--- src/tmr_pkg.sv ---
// Package for the 16-bit timer core: register map, field layout, modes.
// Assumes an APB slave with 32-bit data, one byte-wide register per word.
package tmr_pkg;
   localparam logic [7:0] OFS_CTRL_A   = 8'h00;
   localparam logic [7:0] OFS_CTRL_B   = 8'h04;
   localparam logic [7:0] OFS_CNT_LO   = 8'h08;
   localparam logic [7:0] OFS_CNT_HI   = 8'h0c;
   localparam logic [7:0] OFS_CMPA_LO  = 8'h10;
   localparam logic [7:0] OFS_CMPA_HI  = 8'h14;
   localparam logic [7:0] OFS_CMPB_LO  = 8'h18;
   localparam logic [7:0] OFS_CMPB_HI  = 8'h1c;
   localparam logic [7:0] OFS_CAP_LO   = 8'h20;
   localparam logic [7:0] OFS_CAP_HI   = 8'h24;
   localparam logic [7:0] OFS_FLAG     = 8'h28;
   localparam logic [7:0] OFS_MASK     = 8'h2c;
   localparam logic [7:0] OFS_STATUS   = 8'h30;

   // control_a bits
   localparam int CA_FORCE_A  = 3;
   localparam int CA_FORCE_B  = 2;
   localparam int CA_WAVE1    = 1;
   localparam int CA_WAVE0    = 0;
   // control_b bits
   localparam int CB_CAP_EDGE = 6;
   localparam int CB_WAVE3    = 4;
   localparam int CB_WAVE2    = 3;
   localparam int CB_CAP_SRC  = 5;
   // flag and mask bit positions
   localparam int FL_OVF      = 0;
   localparam int FL_MATCH_A  = 1;
   localparam int FL_MATCH_B  = 2;
   localparam int FL_CAPTURE  = 3;
   localparam int NUM_FLAGS   = 4;

   localparam logic [15:0] CNT_BOTTOM = 16'h0000;
   localparam logic [15:0] CNT_MAX    = 16'hffff;
   localparam logic [15:0] TOP_8BIT   = 16'h00ff;
   localparam logic [15:0] TOP_9BIT   = 16'h01ff;
   localparam logic [15:0] TOP_10BIT  = 16'h03ff;
   localparam logic [31:0] RESET_WORD = 32'h0000_0000;

   typedef enum logic [2:0] {
      CS_STOP   = 3'b000,
      CS_DIV1   = 3'b001,
      CS_DIV8   = 3'b010,
      CS_DIV64  = 3'b011,
      CS_DIV256 = 3'b100,
      CS_DIV1K  = 3'b101,
      CS_EXT_FALL = 3'b110,
      CS_EXT_RISE = 3'b111
   } tmr_clksel_t;

   // Prescaler taps
   localparam logic [9:0] DIV8_MASK   = 10'h007;
   localparam logic [9:0] DIV64_MASK  = 10'h03f;
   localparam logic [9:0] DIV256_MASK = 10'h0ff;
   localparam logic [9:0] DIV1K_MASK  = 10'h3ff;

   typedef struct packed {
      logic        sel;
      logic        en;
      logic        wr;
      logic [7:0]  addr;
      logic [31:0] wdata;
   } tmr_apb_req_t;
endpackage
--- src/tmr_cap_edge.sv ---
// Capture trigger: source select, optional 4-sample noise filter, edge detect.
// Assumes capture inputs are synchronous to pclk.
`timescale 1ns/100ps
`default_nettype none
module tmr_cap_edge (
   input  wire logic pclk,
   input  wire logic presetn,
   input  wire logic capture_pin,
   input  wire logic comparator_out,
   input  wire logic use_comparator,
   input  wire logic filter_en,
   input  wire logic rising,
   output logic      capture_event
);
   logic [3:0] hist_ff;
   logic       level_ff;
   logic       prev_ff;
   logic       src;

   assign src = use_comparator ? comparator_out : capture_pin;

   always_ff @(posedge pclk or negedge presetn) begin
      if (!presetn) begin
         hist_ff <= '0;
      end else begin
         hist_ff <= {hist_ff[2:0], src};
      end
   end

   // Filter trades four cycles of delay for spike rejection
   always_ff @(posedge pclk or negedge presetn) begin
      if (!presetn) begin
         level_ff <= 1'b0;
      end else if (!filter_en) begin
         level_ff <= src;
      end else if (&hist_ff || ~|hist_ff) begin
         level_ff <= hist_ff[0];
      end
   end

   always_ff @(posedge pclk or negedge presetn) begin
      if (!presetn) begin
         prev_ff <= 1'b0;
      end else begin
         prev_ff <= level_ff;
      end
   end

   assign capture_event = rising ? (level_ff & ~prev_ff) : (~level_ff & prev_ff);
endmodule
`default_nettype wire

--- src/tmr_clk_sel.sv ---
// Timer tick generator: free running prescaler plus external pin edge detect.
// Assumes the external count pin is synchronous to pclk.
`timescale 1ns/100ps
`default_nettype none
module tmr_clk_sel (
   input  wire logic       pclk,
   input  wire logic       presetn,
   input  wire logic [2:0] clock_select_field,
   input  wire logic       external_count_pin,
   output logic            timer_tick
);
   logic [9:0] presc_ff;
   logic       pin_ff;
   logic       nxt_tick;

   always_ff @(posedge pclk or negedge presetn) begin
      if (!presetn) begin
         presc_ff <= '0;
      end else begin
         presc_ff <= presc_ff + 10'h001;
      end
   end

   always_ff @(posedge pclk or negedge presetn) begin
      if (!presetn) begin
         pin_ff <= 1'b0;
      end else begin
         pin_ff <= external_count_pin;
      end
   end

   // Source and active edge both chosen here
   always_comb begin
      unique case (tmr_pkg::tmr_clksel_t'(clock_select_field))
         tmr_pkg::CS_STOP:     nxt_tick = 1'b0;
         tmr_pkg::CS_DIV1:     nxt_tick = 1'b1;
         tmr_pkg::CS_DIV8:     nxt_tick = (presc_ff & tmr_pkg::DIV8_MASK) == '0;
         tmr_pkg::CS_DIV64:    nxt_tick = (presc_ff & tmr_pkg::DIV64_MASK) == '0;
         tmr_pkg::CS_DIV256:   nxt_tick = (presc_ff & tmr_pkg::DIV256_MASK) == '0;
         tmr_pkg::CS_DIV1K:    nxt_tick = (presc_ff & tmr_pkg::DIV1K_MASK) == '0;
         tmr_pkg::CS_EXT_FALL: nxt_tick = pin_ff & ~external_count_pin;
         tmr_pkg::CS_EXT_RISE: nxt_tick = ~pin_ff & external_count_pin;
      endcase
   end

   assign timer_tick = nxt_tick;
endmodule
`default_nettype wire

--- src/tmr_core.sv ---
// 16-bit timer/counter core with byte-wide wide-register access over APB.
// Assumes one APB master on pclk; second instance disabled by compat_mode.
// Notes on behaviour
// - Counter, compares and capture are 16 bits, reached as two byte accesses.
// - One shared 8-bit high-byte holding register per timer.
// - Low-byte write loads holding byte plus new low byte in one cycle.
// - Counter or capture low-byte read copies that register's upper byte into the holding register.
// - Compare register reads bypass the holding register entirely.
// - Bottom is signalled whenever the counter is zero.
// - Max is signalled whenever the counter is all ones.
// - Top is a fixed value, compare A, or capture, chosen by mode.
// - Compare A as top holds output A low in PWM modes, where top reads the CPU-side buffer directly.
// - Both buffered compares match continuously and set their flags.
// - Qualifying capture edge stores counter; optional noise filter.
// - Clock source and active edge are selectable.
// - With no clock source the counter neither counts nor clears.
// - Control registers are plain byte registers, no holding register.
// - Every request shows in the flag register; its mask gates it into the interrupt request.
// - Control A takes force bits but does not store them; control B holds the third and fourth mode bits.
// - In compatibility mode only the first instance is available.
// - A CPU counter write beats any clear or count in that cycle.
// - Capture flag sets in the same cycle as the capture load.
// - Capture accepts writes only in modes using it as top.
//
// Added by the designer: register access over APB and the placing of the registers.
`timescale 1ns/100ps
`default_nettype none
module tmr_core #(
   parameter bit SECOND_INSTANCE = 1'b0
) (
   input  wire logic        pclk,
   input  wire logic        presetn,
   input  wire logic        psel,
   input  wire logic        penable,
   input  wire logic        pwrite,
   input  wire logic [7:0]  paddr,
   input  wire logic [31:0] pwdata,
   output logic [31:0]      prdata,
   output logic             pready,
   output logic             pslverr,
   input  wire logic        compat_mode,
   input  wire logic        external_count_pin,
   input  wire logic        capture_pin,
   input  wire logic        comparator_out,
   output logic             wave_out_a,
   output logic             wave_out_b,
   output logic             bottom,
   output logic             at_max,
   output logic             irq_request
);
   tmr_pkg::tmr_apb_req_t req;
   logic [7:0]  control_a_ff;
   logic [7:0]  control_b_ff;
   logic [7:0]  hold_ff;
   logic [15:0] count_value_ff;
   logic [15:0] compare_a_value_ff;
   logic [15:0] compare_b_value_ff;
   logic [15:0] cmpa_buf_ff;
   logic [15:0] cmpb_buf_ff;
   logic [15:0] capture_value_ff;
   logic [tmr_pkg::NUM_FLAGS-1:0] flag_ff;
   logic [tmr_pkg::NUM_FLAGS-1:0] mask_ff;
   logic [tmr_pkg::NUM_FLAGS-1:0] set_ev;
   logic        wave_a_ff;
   logic        wave_b_ff;
   logic [31:0] prdata_ff;
   logic [3:0]  wave_mode;
   logic [15:0] top_value;
   logic        cap_is_top;
   logic        cmpa_is_top;
   logic        pwm_mode;
   logic        timer_tick;
   logic        capture_event;
   logic        avail;
   logic        wr_acc;
   logic        rd_acc;
   logic        addr_ok;
   logic [31:0] nxt_rdata;
   logic        at_top;

   assign req = '{sel: psel, en: penable, wr: pwrite, addr: paddr, wdata: pwdata};
   assign avail = !(SECOND_INSTANCE && compat_mode);
   assign wr_acc = req.sel && req.en && req.wr && avail;
   assign rd_acc = req.sel && req.en && !req.wr && avail;
   assign wave_mode = {control_b_ff[tmr_pkg::CB_WAVE3], control_b_ff[tmr_pkg::CB_WAVE2],
                       control_a_ff[tmr_pkg::CA_WAVE1], control_a_ff[tmr_pkg::CA_WAVE0]};

   // Top select; unlisted codes count to max
   always_comb begin
      top_value   = tmr_pkg::CNT_MAX;
      cap_is_top  = 1'b0;
      cmpa_is_top = 1'b0;
      pwm_mode    = 1'b1;
      case (wave_mode)
         4'h1, 4'h5: top_value = tmr_pkg::TOP_8BIT;
         4'h2, 4'h6: top_value = tmr_pkg::TOP_9BIT;
         4'h3, 4'h7: top_value = tmr_pkg::TOP_10BIT;
         4'h4: begin
            top_value   = compare_a_value_ff;
            cmpa_is_top = 1'b1;
            pwm_mode    = 1'b0;
         end
         4'hc: begin
            top_value  = capture_value_ff;
            cap_is_top = 1'b1;
            pwm_mode   = 1'b0;
         end
         4'h8, 4'ha, 4'he: begin
            top_value  = capture_value_ff;
            cap_is_top = 1'b1;
         end
         4'h9, 4'hb, 4'hf: begin
            top_value   = cmpa_buf_ff;
            cmpa_is_top = 1'b1;
         end
         default: pwm_mode = 1'b0;
      endcase
   end

   tmr_clk_sel u_clk (
      .pclk               (pclk),
      .presetn            (presetn),
      .clock_select_field (control_b_ff[2:0]),
      .external_count_pin (external_count_pin),
      .timer_tick         (timer_tick)
   );

   tmr_cap_edge u_cap (
      .pclk           (pclk),
      .presetn        (presetn),
      .capture_pin    (capture_pin),
      .comparator_out (comparator_out),
      .use_comparator (control_b_ff[tmr_pkg::CB_CAP_SRC] && !SECOND_INSTANCE),
      .filter_en      (control_b_ff[7]),
      .rising         (control_b_ff[tmr_pkg::CB_CAP_EDGE]),
      .capture_event  (capture_event)
   );

   assign at_top = count_value_ff == top_value;

   // Shared holding register
   always_ff @(posedge pclk or negedge presetn) begin
      if (!presetn) begin
         hold_ff <= '0;
      end else if (wr_acc && (req.addr == tmr_pkg::OFS_CNT_HI || req.addr == tmr_pkg::OFS_CMPA_HI
                  || req.addr == tmr_pkg::OFS_CMPB_HI || req.addr == tmr_pkg::OFS_CAP_HI)) begin
         hold_ff <= req.wdata[7:0];
      end else if (rd_acc && req.addr == tmr_pkg::OFS_CNT_LO) begin
         hold_ff <= count_value_ff[15:8];
      end else if (rd_acc && req.addr == tmr_pkg::OFS_CAP_LO) begin
         hold_ff <= capture_value_ff[15:8];
      end
   end

   // Counter: CPU write first, then count; idle with no tick
   always_ff @(posedge pclk or negedge presetn) begin
      if (!presetn) begin
         count_value_ff <= '0;
      end else if (wr_acc && req.addr == tmr_pkg::OFS_CNT_LO) begin
         count_value_ff <= {hold_ff, req.wdata[7:0]};
      end else if (timer_tick) begin
         count_value_ff <= at_top ? tmr_pkg::CNT_BOTTOM : count_value_ff + 16'h0001;
      end
   end

   // Compare registers: CPU side buffer, active copy at top in PWM modes
   always_ff @(posedge pclk or negedge presetn) begin
      if (!presetn) begin
         cmpa_buf_ff <= '0;
         cmpb_buf_ff <= '0;
      end else if (wr_acc && req.addr == tmr_pkg::OFS_CMPA_LO) begin
         cmpa_buf_ff <= {hold_ff, req.wdata[7:0]};
      end else if (wr_acc && req.addr == tmr_pkg::OFS_CMPB_LO) begin
         cmpb_buf_ff <= {hold_ff, req.wdata[7:0]};
      end
   end

   always_ff @(posedge pclk or negedge presetn) begin
      if (!presetn) begin
         compare_a_value_ff <= '0;
         compare_b_value_ff <= '0;
      end else if (!pwm_mode || (timer_tick && at_top)) begin
         compare_a_value_ff <= cmpa_buf_ff;
         compare_b_value_ff <= cmpb_buf_ff;
      end
   end

   // Capture register: write only when it defines top
   always_ff @(posedge pclk or negedge presetn) begin
      if (!presetn) begin
         capture_value_ff <= '0;
      end else if (wr_acc && req.addr == tmr_pkg::OFS_CAP_LO && cap_is_top) begin
         capture_value_ff <= {hold_ff, req.wdata[7:0]};
      end else if (capture_event && !cap_is_top) begin
         capture_value_ff <= count_value_ff;
      end
   end

   // Control registers, plain byte access; force bits read back zero
   always_ff @(posedge pclk or negedge presetn) begin
      if (!presetn) begin
         control_a_ff <= '0;
         control_b_ff <= '0;
         mask_ff      <= '0;
      end else if (wr_acc) begin
         if (req.addr == tmr_pkg::OFS_CTRL_A) begin
            control_a_ff <= req.wdata[7:0] & 8'hf3;
         end
         if (req.addr == tmr_pkg::OFS_CTRL_B) begin
            control_b_ff <= req.wdata[7:0];
         end
         if (req.addr == tmr_pkg::OFS_MASK) begin
            mask_ff <= req.wdata[tmr_pkg::NUM_FLAGS-1:0];
         end
      end
   end

   wire force_a = wr_acc && req.addr == tmr_pkg::OFS_CTRL_A && req.wdata[tmr_pkg::CA_FORCE_A];
   wire force_b = wr_acc && req.addr == tmr_pkg::OFS_CTRL_A && req.wdata[tmr_pkg::CA_FORCE_B];

   // Match and event sources
   always_comb begin
      set_ev = '0;
      set_ev[tmr_pkg::FL_OVF]     = timer_tick && (pwm_mode ? at_top
                                    : count_value_ff == tmr_pkg::CNT_MAX);
      set_ev[tmr_pkg::FL_MATCH_A] = count_value_ff == compare_a_value_ff;
      set_ev[tmr_pkg::FL_MATCH_B] = count_value_ff == compare_b_value_ff;
      set_ev[tmr_pkg::FL_CAPTURE] = capture_event && !cap_is_top;
   end

   // Sticky flags, write one to clear, set wins over clear
   genvar gi;
   generate
      for (gi = 0; gi < tmr_pkg::NUM_FLAGS; gi++) begin : g_flag
         always_ff @(posedge pclk or negedge presetn) begin
            if (!presetn) begin
               flag_ff[gi] <= 1'b0;
            end else if (set_ev[gi]) begin
               flag_ff[gi] <= 1'b1;
            end else if (wr_acc && req.addr == tmr_pkg::OFS_FLAG && req.wdata[gi]) begin
               flag_ff[gi] <= 1'b0;
            end
         end
      end
   endgenerate

   assign irq_request = |(flag_ff & mask_ff);

   // Waveform: toggle on match or force; A silent when it sets top in PWM modes
   always_ff @(posedge pclk or negedge presetn) begin
      if (!presetn) begin
         wave_a_ff <= 1'b0;
         wave_b_ff <= 1'b0;
      end else begin
         if (cmpa_is_top && pwm_mode) begin
            wave_a_ff <= 1'b0;
         end else if ((timer_tick && set_ev[tmr_pkg::FL_MATCH_A]) || force_a) begin
            wave_a_ff <= ~wave_a_ff;
         end
         if ((timer_tick && set_ev[tmr_pkg::FL_MATCH_B]) || force_b) begin
            wave_b_ff <= ~wave_b_ff;
         end
      end
   end

   assign wave_out_a = wave_a_ff;
   assign wave_out_b = wave_b_ff;
   assign bottom = count_value_ff == tmr_pkg::CNT_BOTTOM;
   assign at_max = count_value_ff == tmr_pkg::CNT_MAX;

   // Read mux; compare bytes direct, high bytes of others from holding
   always_comb begin
      addr_ok   = 1'b1;
      nxt_rdata = tmr_pkg::RESET_WORD;
      unique case (req.addr)
         tmr_pkg::OFS_CTRL_A:  nxt_rdata[7:0] = control_a_ff;
         tmr_pkg::OFS_CTRL_B:  nxt_rdata[7:0] = control_b_ff;
         tmr_pkg::OFS_CNT_LO:  nxt_rdata[7:0] = count_value_ff[7:0];
         tmr_pkg::OFS_CNT_HI:  nxt_rdata[7:0] = hold_ff;
         tmr_pkg::OFS_CMPA_LO: nxt_rdata[7:0] = cmpa_buf_ff[7:0];
         tmr_pkg::OFS_CMPA_HI: nxt_rdata[7:0] = cmpa_buf_ff[15:8];
         tmr_pkg::OFS_CMPB_LO: nxt_rdata[7:0] = cmpb_buf_ff[7:0];
         tmr_pkg::OFS_CMPB_HI: nxt_rdata[7:0] = cmpb_buf_ff[15:8];
         tmr_pkg::OFS_CAP_LO:  nxt_rdata[7:0] = capture_value_ff[7:0];
         tmr_pkg::OFS_CAP_HI:  nxt_rdata[7:0] = hold_ff;
         tmr_pkg::OFS_FLAG:    nxt_rdata[tmr_pkg::NUM_FLAGS-1:0] = flag_ff;
         tmr_pkg::OFS_MASK:    nxt_rdata[tmr_pkg::NUM_FLAGS-1:0] = mask_ff;
         tmr_pkg::OFS_STATUS:  nxt_rdata[1:0] = {at_max, bottom};
         default:              addr_ok = 1'b0;
      endcase
   end

   // Read data registered in the setup cycle so it is stable in access
   always_ff @(posedge pclk or negedge presetn) begin
      if (!presetn) begin
         prdata_ff <= tmr_pkg::RESET_WORD;
      end else if (req.sel && !req.en && !req.wr) begin
         prdata_ff <= avail ? nxt_rdata : tmr_pkg::RESET_WORD;
      end
   end

   assign prdata  = prdata_ff;
   assign pready  = 1'b1;
   assign pslverr = req.sel && req.en && (!addr_ok || !avail);

   // Holding register picks up counter high byte on low read
   a_hold_on_read: assert property (@(posedge pclk) disable iff (!presetn)
      rd_acc && req.addr == tmr_pkg::OFS_CNT_LO |=> hold_ff == $past(count_value_ff[15:8]))
      else $error("holding byte not loaded on low read");
   a_low_write: assert property (@(posedge pclk) disable iff (!presetn)
      wr_acc && req.addr == tmr_pkg::OFS_CNT_LO
      |=> count_value_ff == {$past(hold_ff), $past(req.wdata[7:0])})
      else $error("counter not loaded from holding plus low byte");
   a_high_only: assert property (@(posedge pclk) disable iff (!presetn)
      wr_acc && req.addr == tmr_pkg::OFS_CMPB_HI |=> $stable(cmpb_buf_ff))
      else $error("high byte write changed a wide register");
   a_idle_stop: assert property (@(posedge pclk) disable iff (!presetn)
      control_b_ff[2:0] == 3'b000 && !wr_acc ##1 control_b_ff[2:0] == 3'b000
      |-> $stable(count_value_ff))
      else $error("counter moved with no clock source");
   a_cap_flag: assert property (@(posedge pclk) disable iff (!presetn)
      capture_event && !cap_is_top |=> flag_ff[tmr_pkg::FL_CAPTURE]
      && capture_value_ff == $past(count_value_ff))
      else $error("capture flag and load not together");
   a_cap_locked: assert property (@(posedge pclk) disable iff (!presetn)
      wr_acc && req.addr == tmr_pkg::OFS_CAP_LO && !cap_is_top && !capture_event
      |=> $stable(capture_value_ff))
      else $error("capture written outside top mode");
   a_match_flag: assert property (@(posedge pclk) disable iff (!presetn)
      count_value_ff == compare_b_value_ff |=> flag_ff[tmr_pkg::FL_MATCH_B])
      else $error("match b flag not set");
   a_irq_gate: assert property (@(posedge pclk) disable iff (!presetn)
      mask_ff == '0 |-> !irq_request)
      else $error("masked request raised interrupt");
   a_compat_off: assert property (@(posedge pclk) disable iff (!presetn)
      !avail && req.sel |=> $stable(control_b_ff))
      else $error("unavailable instance accepted write");
endmodule
`default_nettype wire

--- config.mk ---
export PLATFORM = sky130hd
export DESIGN_NAME = tmr_core
export DESIGN_NICKNAME = d
export VERILOG_FILES = /design/src/tmr_pkg.sv /design/src/tmr_cap_edge.sv /design/src/tmr_clk_sel.sv /design/src/tmr_core.sv
export SDC_FILE = /design/constraint.sdc
export NUM_CORES = 1
export LEC_CHECK = 0
export BUFFER_PORTS_ARGS = -buffer_cell sky130_fd_sc_hd__buf_4
export CAP_MARGIN = 40
export CELL_PAD_IN_SITES_DETAIL_PLACEMENT = 0
export CELL_PAD_IN_SITES_GLOBAL_PLACEMENT = 1
export CORE_MARGIN = 4
export CORE_UTILIZATION = 47
export DETAILED_ROUTE_END_ITERATION = 8
export PLACE_DENSITY_LB_ADDON = 0.1
export SLEW_MARGIN = 20
export SYNTH_ARGS = -nofsm -noshare
export SYNTH_HDL_FRONTEND = slang
export SYNTH_SLANG_ARGS = --single-unit
--- constraint.sdc ---
create_clock -name pclk -period 3.9 [get_ports pclk]
set_clock_uncertainty 0.05 [all_clocks]
set_input_delay 0.39 -clock pclk [delete_from_list [all_inputs] [get_ports pclk]]
set_output_delay 0.39 -clock pclk [all_outputs]
set_load 0.005 [all_outputs]
== Word-level counts from Yosys, hierarchy flattened ==
Index checks and enable logic that the tools add are counted.

* Flip-flop bits (word level): 153
* Input bits: 49
* Logic and storage cells: 178

* Add/sub/neg operators: 2
* Eq/ne operators: 38
* Multiplexer cells: 32
* Bitwise gates (word level): 12
* Reductions and logical operators: 72

{| class="wikitable"
|+ Operator list
! cell !! number
|-
| $pmux W16 S6 || 1
|-
| $mux W16 || 5
|-
| $eq A16 B16 Y1 || 3
|-
| $eq A8 B6 Y1 const B || 5
|-
| $logic_not A10 Y1 || 4
|-
| $pmux W4 S9 || 1
|-
| $eq A8 B5 Y1 const B || 4
|-
| $eq A4 B4 Y1 const B || 7
|-
| $logic_and A1 B1 Y1 || 28
|-
| $mux W8 || 3
|-
| $pmux W2 S12 || 1
|-
| $pmux W2 S10 || 1
|-
| $mux W1 || 19
|-
| $add A16 B1 Y16 const B || 1
|-
| $eq A16 B16 Y1 const B || 1
|-
| $eq A4 B3 Y1 const B || 4
|-
| $eq A8 B4 Y1 const B || 2
|-
| $logic_not A16 Y1 || 1
|-
| $reduce_or A4 Y1 || 4
|-
| $reduce_bool A2 Y1 || 7
|-
| $reduce_or A13 Y1 || 1
|-
| $eq A3 B3 Y1 const B || 4
|-
| $reduce_or A12 Y1 || 1
|-
| $add A10 B1 Y10 const B || 1
|-
| 19 further kinds || 47
|}

== Logic depth before layout (Yosys ltp) ==
* Word-level depth: 7
* Mapped depth: 12
* Depth with buffers taken out: 10

== Modules after synthesis ==
Synthesis repeated with hierarchy kept, for this count alone.

* Cell total of the unflattened synthesis: 846
* Area, all modules: 8579.5 um^2

{| class="wikitable"
|+ Modules (own cells, without submodules)
! module !! times used !! cells an instance !! area an instance (um^2)
|-
| tmr_core || 1 || 785 || 7835.0
|-
| tmr_clk_sel || 1 || 46 || 538.0
|-
| tmr_cap_edge || 1 || 15 || 206.4
|}

== Least setup slack after synthesis ==
No wires, ideal clock.

* Kind: register to register
* Start point: register control_b_ff[4]
* End point: register compare_a_value_ff[0]
* Setup time: 0.125 ns
* Data arrival time: 2.987 ns
* Required time: 3.725 ns
* Slack: 0.737 ns
* Cell stages (with the launch flop): 11
* Path buffers: 2
* Clock period less this slack: 3.163 ns
* Cell sequence: dfrtp_1 > buf_2 > or4b_2 > a21oi_1 > mux2i_1 > o2111ai_1 > or4_4 > nor2_4 > a21o_4 > buf_12 > mux2_4

* Longest elaborated chain between the ends: 6
* Elaborated cells on any way between the ends: 26
* Those cells by class: 15 x eq/ne; 2 x mux; 9 x reduce/logical

{| class="wikitable"
|+ RTL lines
! item !! line !! source
|-
| start: declaration || tmr_core.sv:53 || <nowiki>logic [7:0] control_b_ff;</nowiki>
|-
| start signal: assignment || tmr_core.sv:210 || <nowiki>control_b_ff <= req.wdata[7:0];</nowiki>
|-
| $eq A4 B4 Y1 (tied with other cells) || tmr_core.sv:94 || <nowiki>case (wave_mode)</nowiki>
|-
| $reduce_or A4 Y1 (no line) (tied with other cells) || -- ||
|-
| $pmux W16 S6 || tmr_core.sv:94 ||
|-
| $eq A16 B16 Y1 || tmr_core.sv:139 || <nowiki>assign at_top = count_value_ff == top_value;</nowiki>
|-
| $logic_and A1 B1 Y1 || tmr_core.sv:182 || <nowiki>end else if (!pwm_mode || (timer_tick && at_top)) begin</nowiki>
|-
| $logic_or A1 B1 Y1 * || tmr_core.sv:182 ||
|-
| end signal: assignment || tmr_core.sv:183 || <nowiki>compare_a_value_ff <= cmpa_buf_ff;</nowiki>
|-
| end: declaration || tmr_core.sv:56 || <nowiki>logic [15:0] compare_a_value_ff;</nowiki>
|}

Every way passes the cells marked *; elsewhere a longest branch is shown, timed or not.
A chain may end at the register's enable or synchronous reset.

== Worst setup path after layout ==
* Start point: register control_b_ff[4]
* End point: register compare_b_value_ff[1]

* Longest elaborated chain between the ends: 6
* Elaborated cells on any way between the ends: 26
* Those cells by class: 15 x eq/ne; 2 x mux; 9 x reduce/logical

{| class="wikitable"
|+ RTL lines
! item !! line !! source
|-
| $eq A4 B4 Y1 (tied with other cells) || tmr_core.sv:94 ||
|-
| $reduce_or A4 Y1 (no line) (tied with other cells) || -- ||
|-
| $pmux W16 S6 || tmr_core.sv:94 ||
|-
| $eq A16 B16 Y1 || tmr_core.sv:139 ||
|-
| $logic_and A1 B1 Y1 || tmr_core.sv:182 ||
|-
| $logic_or A1 B1 Y1 * || tmr_core.sv:182 ||
|-
| end signal: assignment || tmr_core.sv:184 || <nowiki>compare_b_value_ff <= cmpb_buf_ff;</nowiki>
|-
| end: declaration || tmr_core.sv:57 || <nowiki>logic [15:0] compare_b_value_ff;</nowiki>
|}

Marks and branches as above.

==> impl_metrics.env <==
export IMPL_yosysMostFrequentCell="dfrtp_1"
export IMPL_min_to="u_clk.pin_ff$_DFF_PN0_"
export IMPL_dp_cells=1126
export IMPL_synth_cell_types=73
export IMPL_post_cts_buffers=0
export IMPL_die_height_um=146
export IMPL_p_per_area_mw_per_mm2=391
export IMPL_reg2reg_depth=10
export IMPL_hp_class="in2reg"
export IMPL_drive_above_1_share_pct=22.5
export IMPL_top_usage_layer="met2"
export IMPL_synth_area_mm2=0.00890
export IMPL_relSlewSlack_pct=41.7
export IMPL_ioPinCount=88
export IMPL_num_antenna_cells=0
export IMPL_min_path_cells=1
export IMPL_cts_num_sinks=153
export IMPL_synth_fa_ha_area_share_pct=0.562
export IMPL_async_flop_share_pct=100
export IMPL_cts_root_buf="clkbuf_16"
export IMPL_slew_viol_final=0
export IMPL_setup_ws_ns=0.320
export IMPL_hold_worst_slack_ns=0.0339
export IMPL_crit_arrival_ns=3.85
export IMPL_pre_cts_slack_ns=0.420
export IMPL_start_kind="flop"
export IMPL_clk_latency_ns=0.43
export IMPL_finalSetupTns_ns=0
export IMPL_cp_end_kind="flop"
export IMPL_rows=50
export IMPL_vias=7367
export IMPL_maxCapViolations=0
export IMPL_cts_hold_buf=1
export IMPL_place_gp_congestion=0.971
export IMPL_syn2layout_area_growth_pct=12.9
export IMPL_ant_nets=0
export IMPL_netlist_area_leader_share_pct=43.0
export IMPL_port_buffers=37
export IMPL_min_from="external_count_pin"
export IMPL_synth_compound_area_share_pct=15.3
export IMPL_grt_overflow_total=0
export IMPL_clk_pin_slew_ns=0.07
export IMPL_placed_area_mm2=0.00942
export IMPL_clock_fmax_mhz=279
export IMPL_vias_per_cell=6.36
export IMPL_wire_per_inst_um=25.3
export IMPL_core_mm2=0.0186
export IMPL_stdcell_count=1159
export IMPL_reg2reg_slack_ns=0.32
export IMPL_grt_usage_pct=27.6
export IMPL_outcome="complete, no violations"
export IMPL_grt_antenna_before_repair=0
export IMPL_synth_seq_cells=153
export IMPL_netlist_top_cells_count="dfrtp_1 (153), nand2_1 (86), mux2_2 (57)"
export IMPL_grt_pass1_wl_um=44900
export IMPL_synth_mux_area_fraction_pct=13.7
export IMPL_ys_flop_type="dfrtp_1"
export IMPL_critPathKind="reg2reg"
export IMPL_cts_tree="done"
export IMPL_first_pass_iters=6
export IMPL_dp_hpwl_um=21300
export IMPL_synth_area_leaders="dfrtp_1 (43%), mux2_2 (7.2%), mux2_4 (4.9%)"
export IMPL_setup_viol=0
export IMPL_synth_top_family_by_area="simple AND/OR/NAND/NOR gates"
export IMPL_fp_dieW_um=146
export IMPL_post_route_period_util_pct=91.8
export IMPL_r2r_end="compare_b_value_ff[1]$_DFFE_PN0P_"
export IMPL_post_route_min_period_ns=3.58
export IMPL_grt_setup_unrepaired="false"
export IMPL_yosys_warnings=0
export IMPL_seq_area_frac_synth_pct=43.0
export IMPL_crit_fanout=24
export IMPL_hold_viol=0
export IMPL_worst_ep_required_time_ns=4.17
export IMPL_synthSimpleGateAreaFrac_pct=16.1
export IMPL_worstMarginPinSlew_ns=0.866
export IMPL_r2r_start="control_b_ff[4]$_DFFE_PN0P_"
export IMPL_drt_iter0_drc=633
export IMPL_first_global_vias=7295
export IMPL_finalCoreUtilization_pct=53.9
export IMPL_wl_um=29300
export IMPL_drc=0
export IMPL_total_power_mw=3.93
export IMPL_design_area_mm2=0.0101
export IMPL_leakage_nw=4.53
export IMPL_initial_utilization_pct=47.8
export IMPL_numCtsBuffers=17
export IMPL_cts_buffer_depth=2
export IMPL_grt_max_degree=70
export IMPL_htree_levels=4
export IMPL_ir_worst_vdd_uv=298
export IMPL_syn_inst=874
export IMPL_synth_edf_count=0
export IMPL_use_met1_pct=38.3
export IMPL_syn_area_per_cell_um2=10.2
export IMPL_cts_resized=0
export IMPL_yosys_area_share_xor_xnor_pct=4.92
export IMPL_yosysTopAreaCell="dfrtp_1"
export IMPL_met3_usage_pct=6.32
export IMPL_final_nets=965
export IMPL_grt_use_met2_pct=43.8
export IMPL_die_area_mm2=0.0212
[critical path, cell delays in order, from the launching register on]
cell and delay [ns]:
dfrtp_1 0.61, buf_12 0.24, nand2b_1 0.12, o21ai_1 0.06, a221oi_1 0.68, o22ai_1 0.16
or4_4 0.61, nor2_4 0.19, a21o_4 0.18, buf_12 0.19, mux2_2 0.36
[kinds of logic after synthesis]
group                    after synthesis
AO/OA/AOI/OAI                        194
XOR/XNOR                              50
adder cells (fa/ha/maj)                4
buffers and inverters                102
flip-flops                           153
multiplexers                         100
other                                  2
AND/OR/NAND/NOR                      269
[cells in the final DEF (no fill, tap or decap), types with 14 or more instances in the layout]
cell,n
xnor2_1,45
nand2_1,86
dfrtp_1,153
a221oi_1,16
clkbuf_16,17
nand4_1,15
nor2_1,39
a22oi_1,31
a21oi_1,28
and3_1,14
mux2i_1,14
buf_4,72
mux2_4,29
nor4_1,16
conb_1,25
nand3_1,21
o21ai_0,29
mux2_2,57
inv_1,21
[power breakdown]
part           internal, mW  switching (mW)  total, mW
clock network         0.986           0.792       1.78
registers              1.65           0.106       1.75
logic                 0.160           0.237      0.397
total                  2.79            1.13       3.93
[area by class of cell]
type | instances | area [um2]
tap | 234 | 293
clock buffer | 17 | 425
timing repair buffer | 77 | 629
clock inverter | 15 | 200
inverter | 21 | 78.8
multi-input combinational | 642 | 4600
fill | 1662 | 8590
sequential | 153 | 3830
[sequential cells by signal, indices dropped and copies added (netlist names)]
name                count
prdata                  8
capture_value_ff       16
cmpa_buf_ff            16
mask_ff                 4
control_a_ff            6
flag_ff                 4
wave_out_b              1
wave_out_a              1
compare_a_value_ff     16
u_cap.level_ff          1
u_clk.presc_ff         10
compare_b_value_ff     16
u_cap.hist_ff           4
hold_ff                 8
cmpb_buf_ff            16
u_cap.prev_ff           1
control_b_ff            8
u_clk.pin_ff            1
count_value_ff         16
[routing by layer]
| layer | vias to the layer above | share of wire, % |
|---|---|---|
| li1 | 3247 | - |
| met1 | 3688 | 43 |
| met2 | 378 | 46 |
| met3 | 54 | 7.9 |
| met4 | 0 | 2.7 |
| met5 | - | 0 |
[how the worst max path moves through the flow]
stage | startpoint | endpoint | slack (ns) | cells past startpoint
floorplan | control_b_ff[4]$_DFFE_PN0P_ | compare_a_value_ff[0]$_DFFE_PN0P_ | 0.74 | 10
global placement | control_b_ff[4]$_DFFE_PN0P_ | compare_a_value_ff[1]$_DFFE_PN0P_ | 0.49 | 10
detailed placement | control_b_ff[4]$_DFFE_PN0P_ | compare_b_value_ff[1]$_DFFE_PN0P_ | 0.42 | 10
CTS | control_b_ff[4]$_DFFE_PN0P_ | compare_b_value_ff[1]$_DFFE_PN0P_ | 0.39 | 10
global route | control_b_ff[4]$_DFFE_PN0P_ | compare_b_value_ff[1]$_DFFE_PN0P_ | 0.18 | 10
finish | control_b_ff[4]$_DFFE_PN0P_ | compare_b_value_ff[1]$_DFFE_PN0P_ | 0.32 | 10
Power figures use the tool's default switching activity.
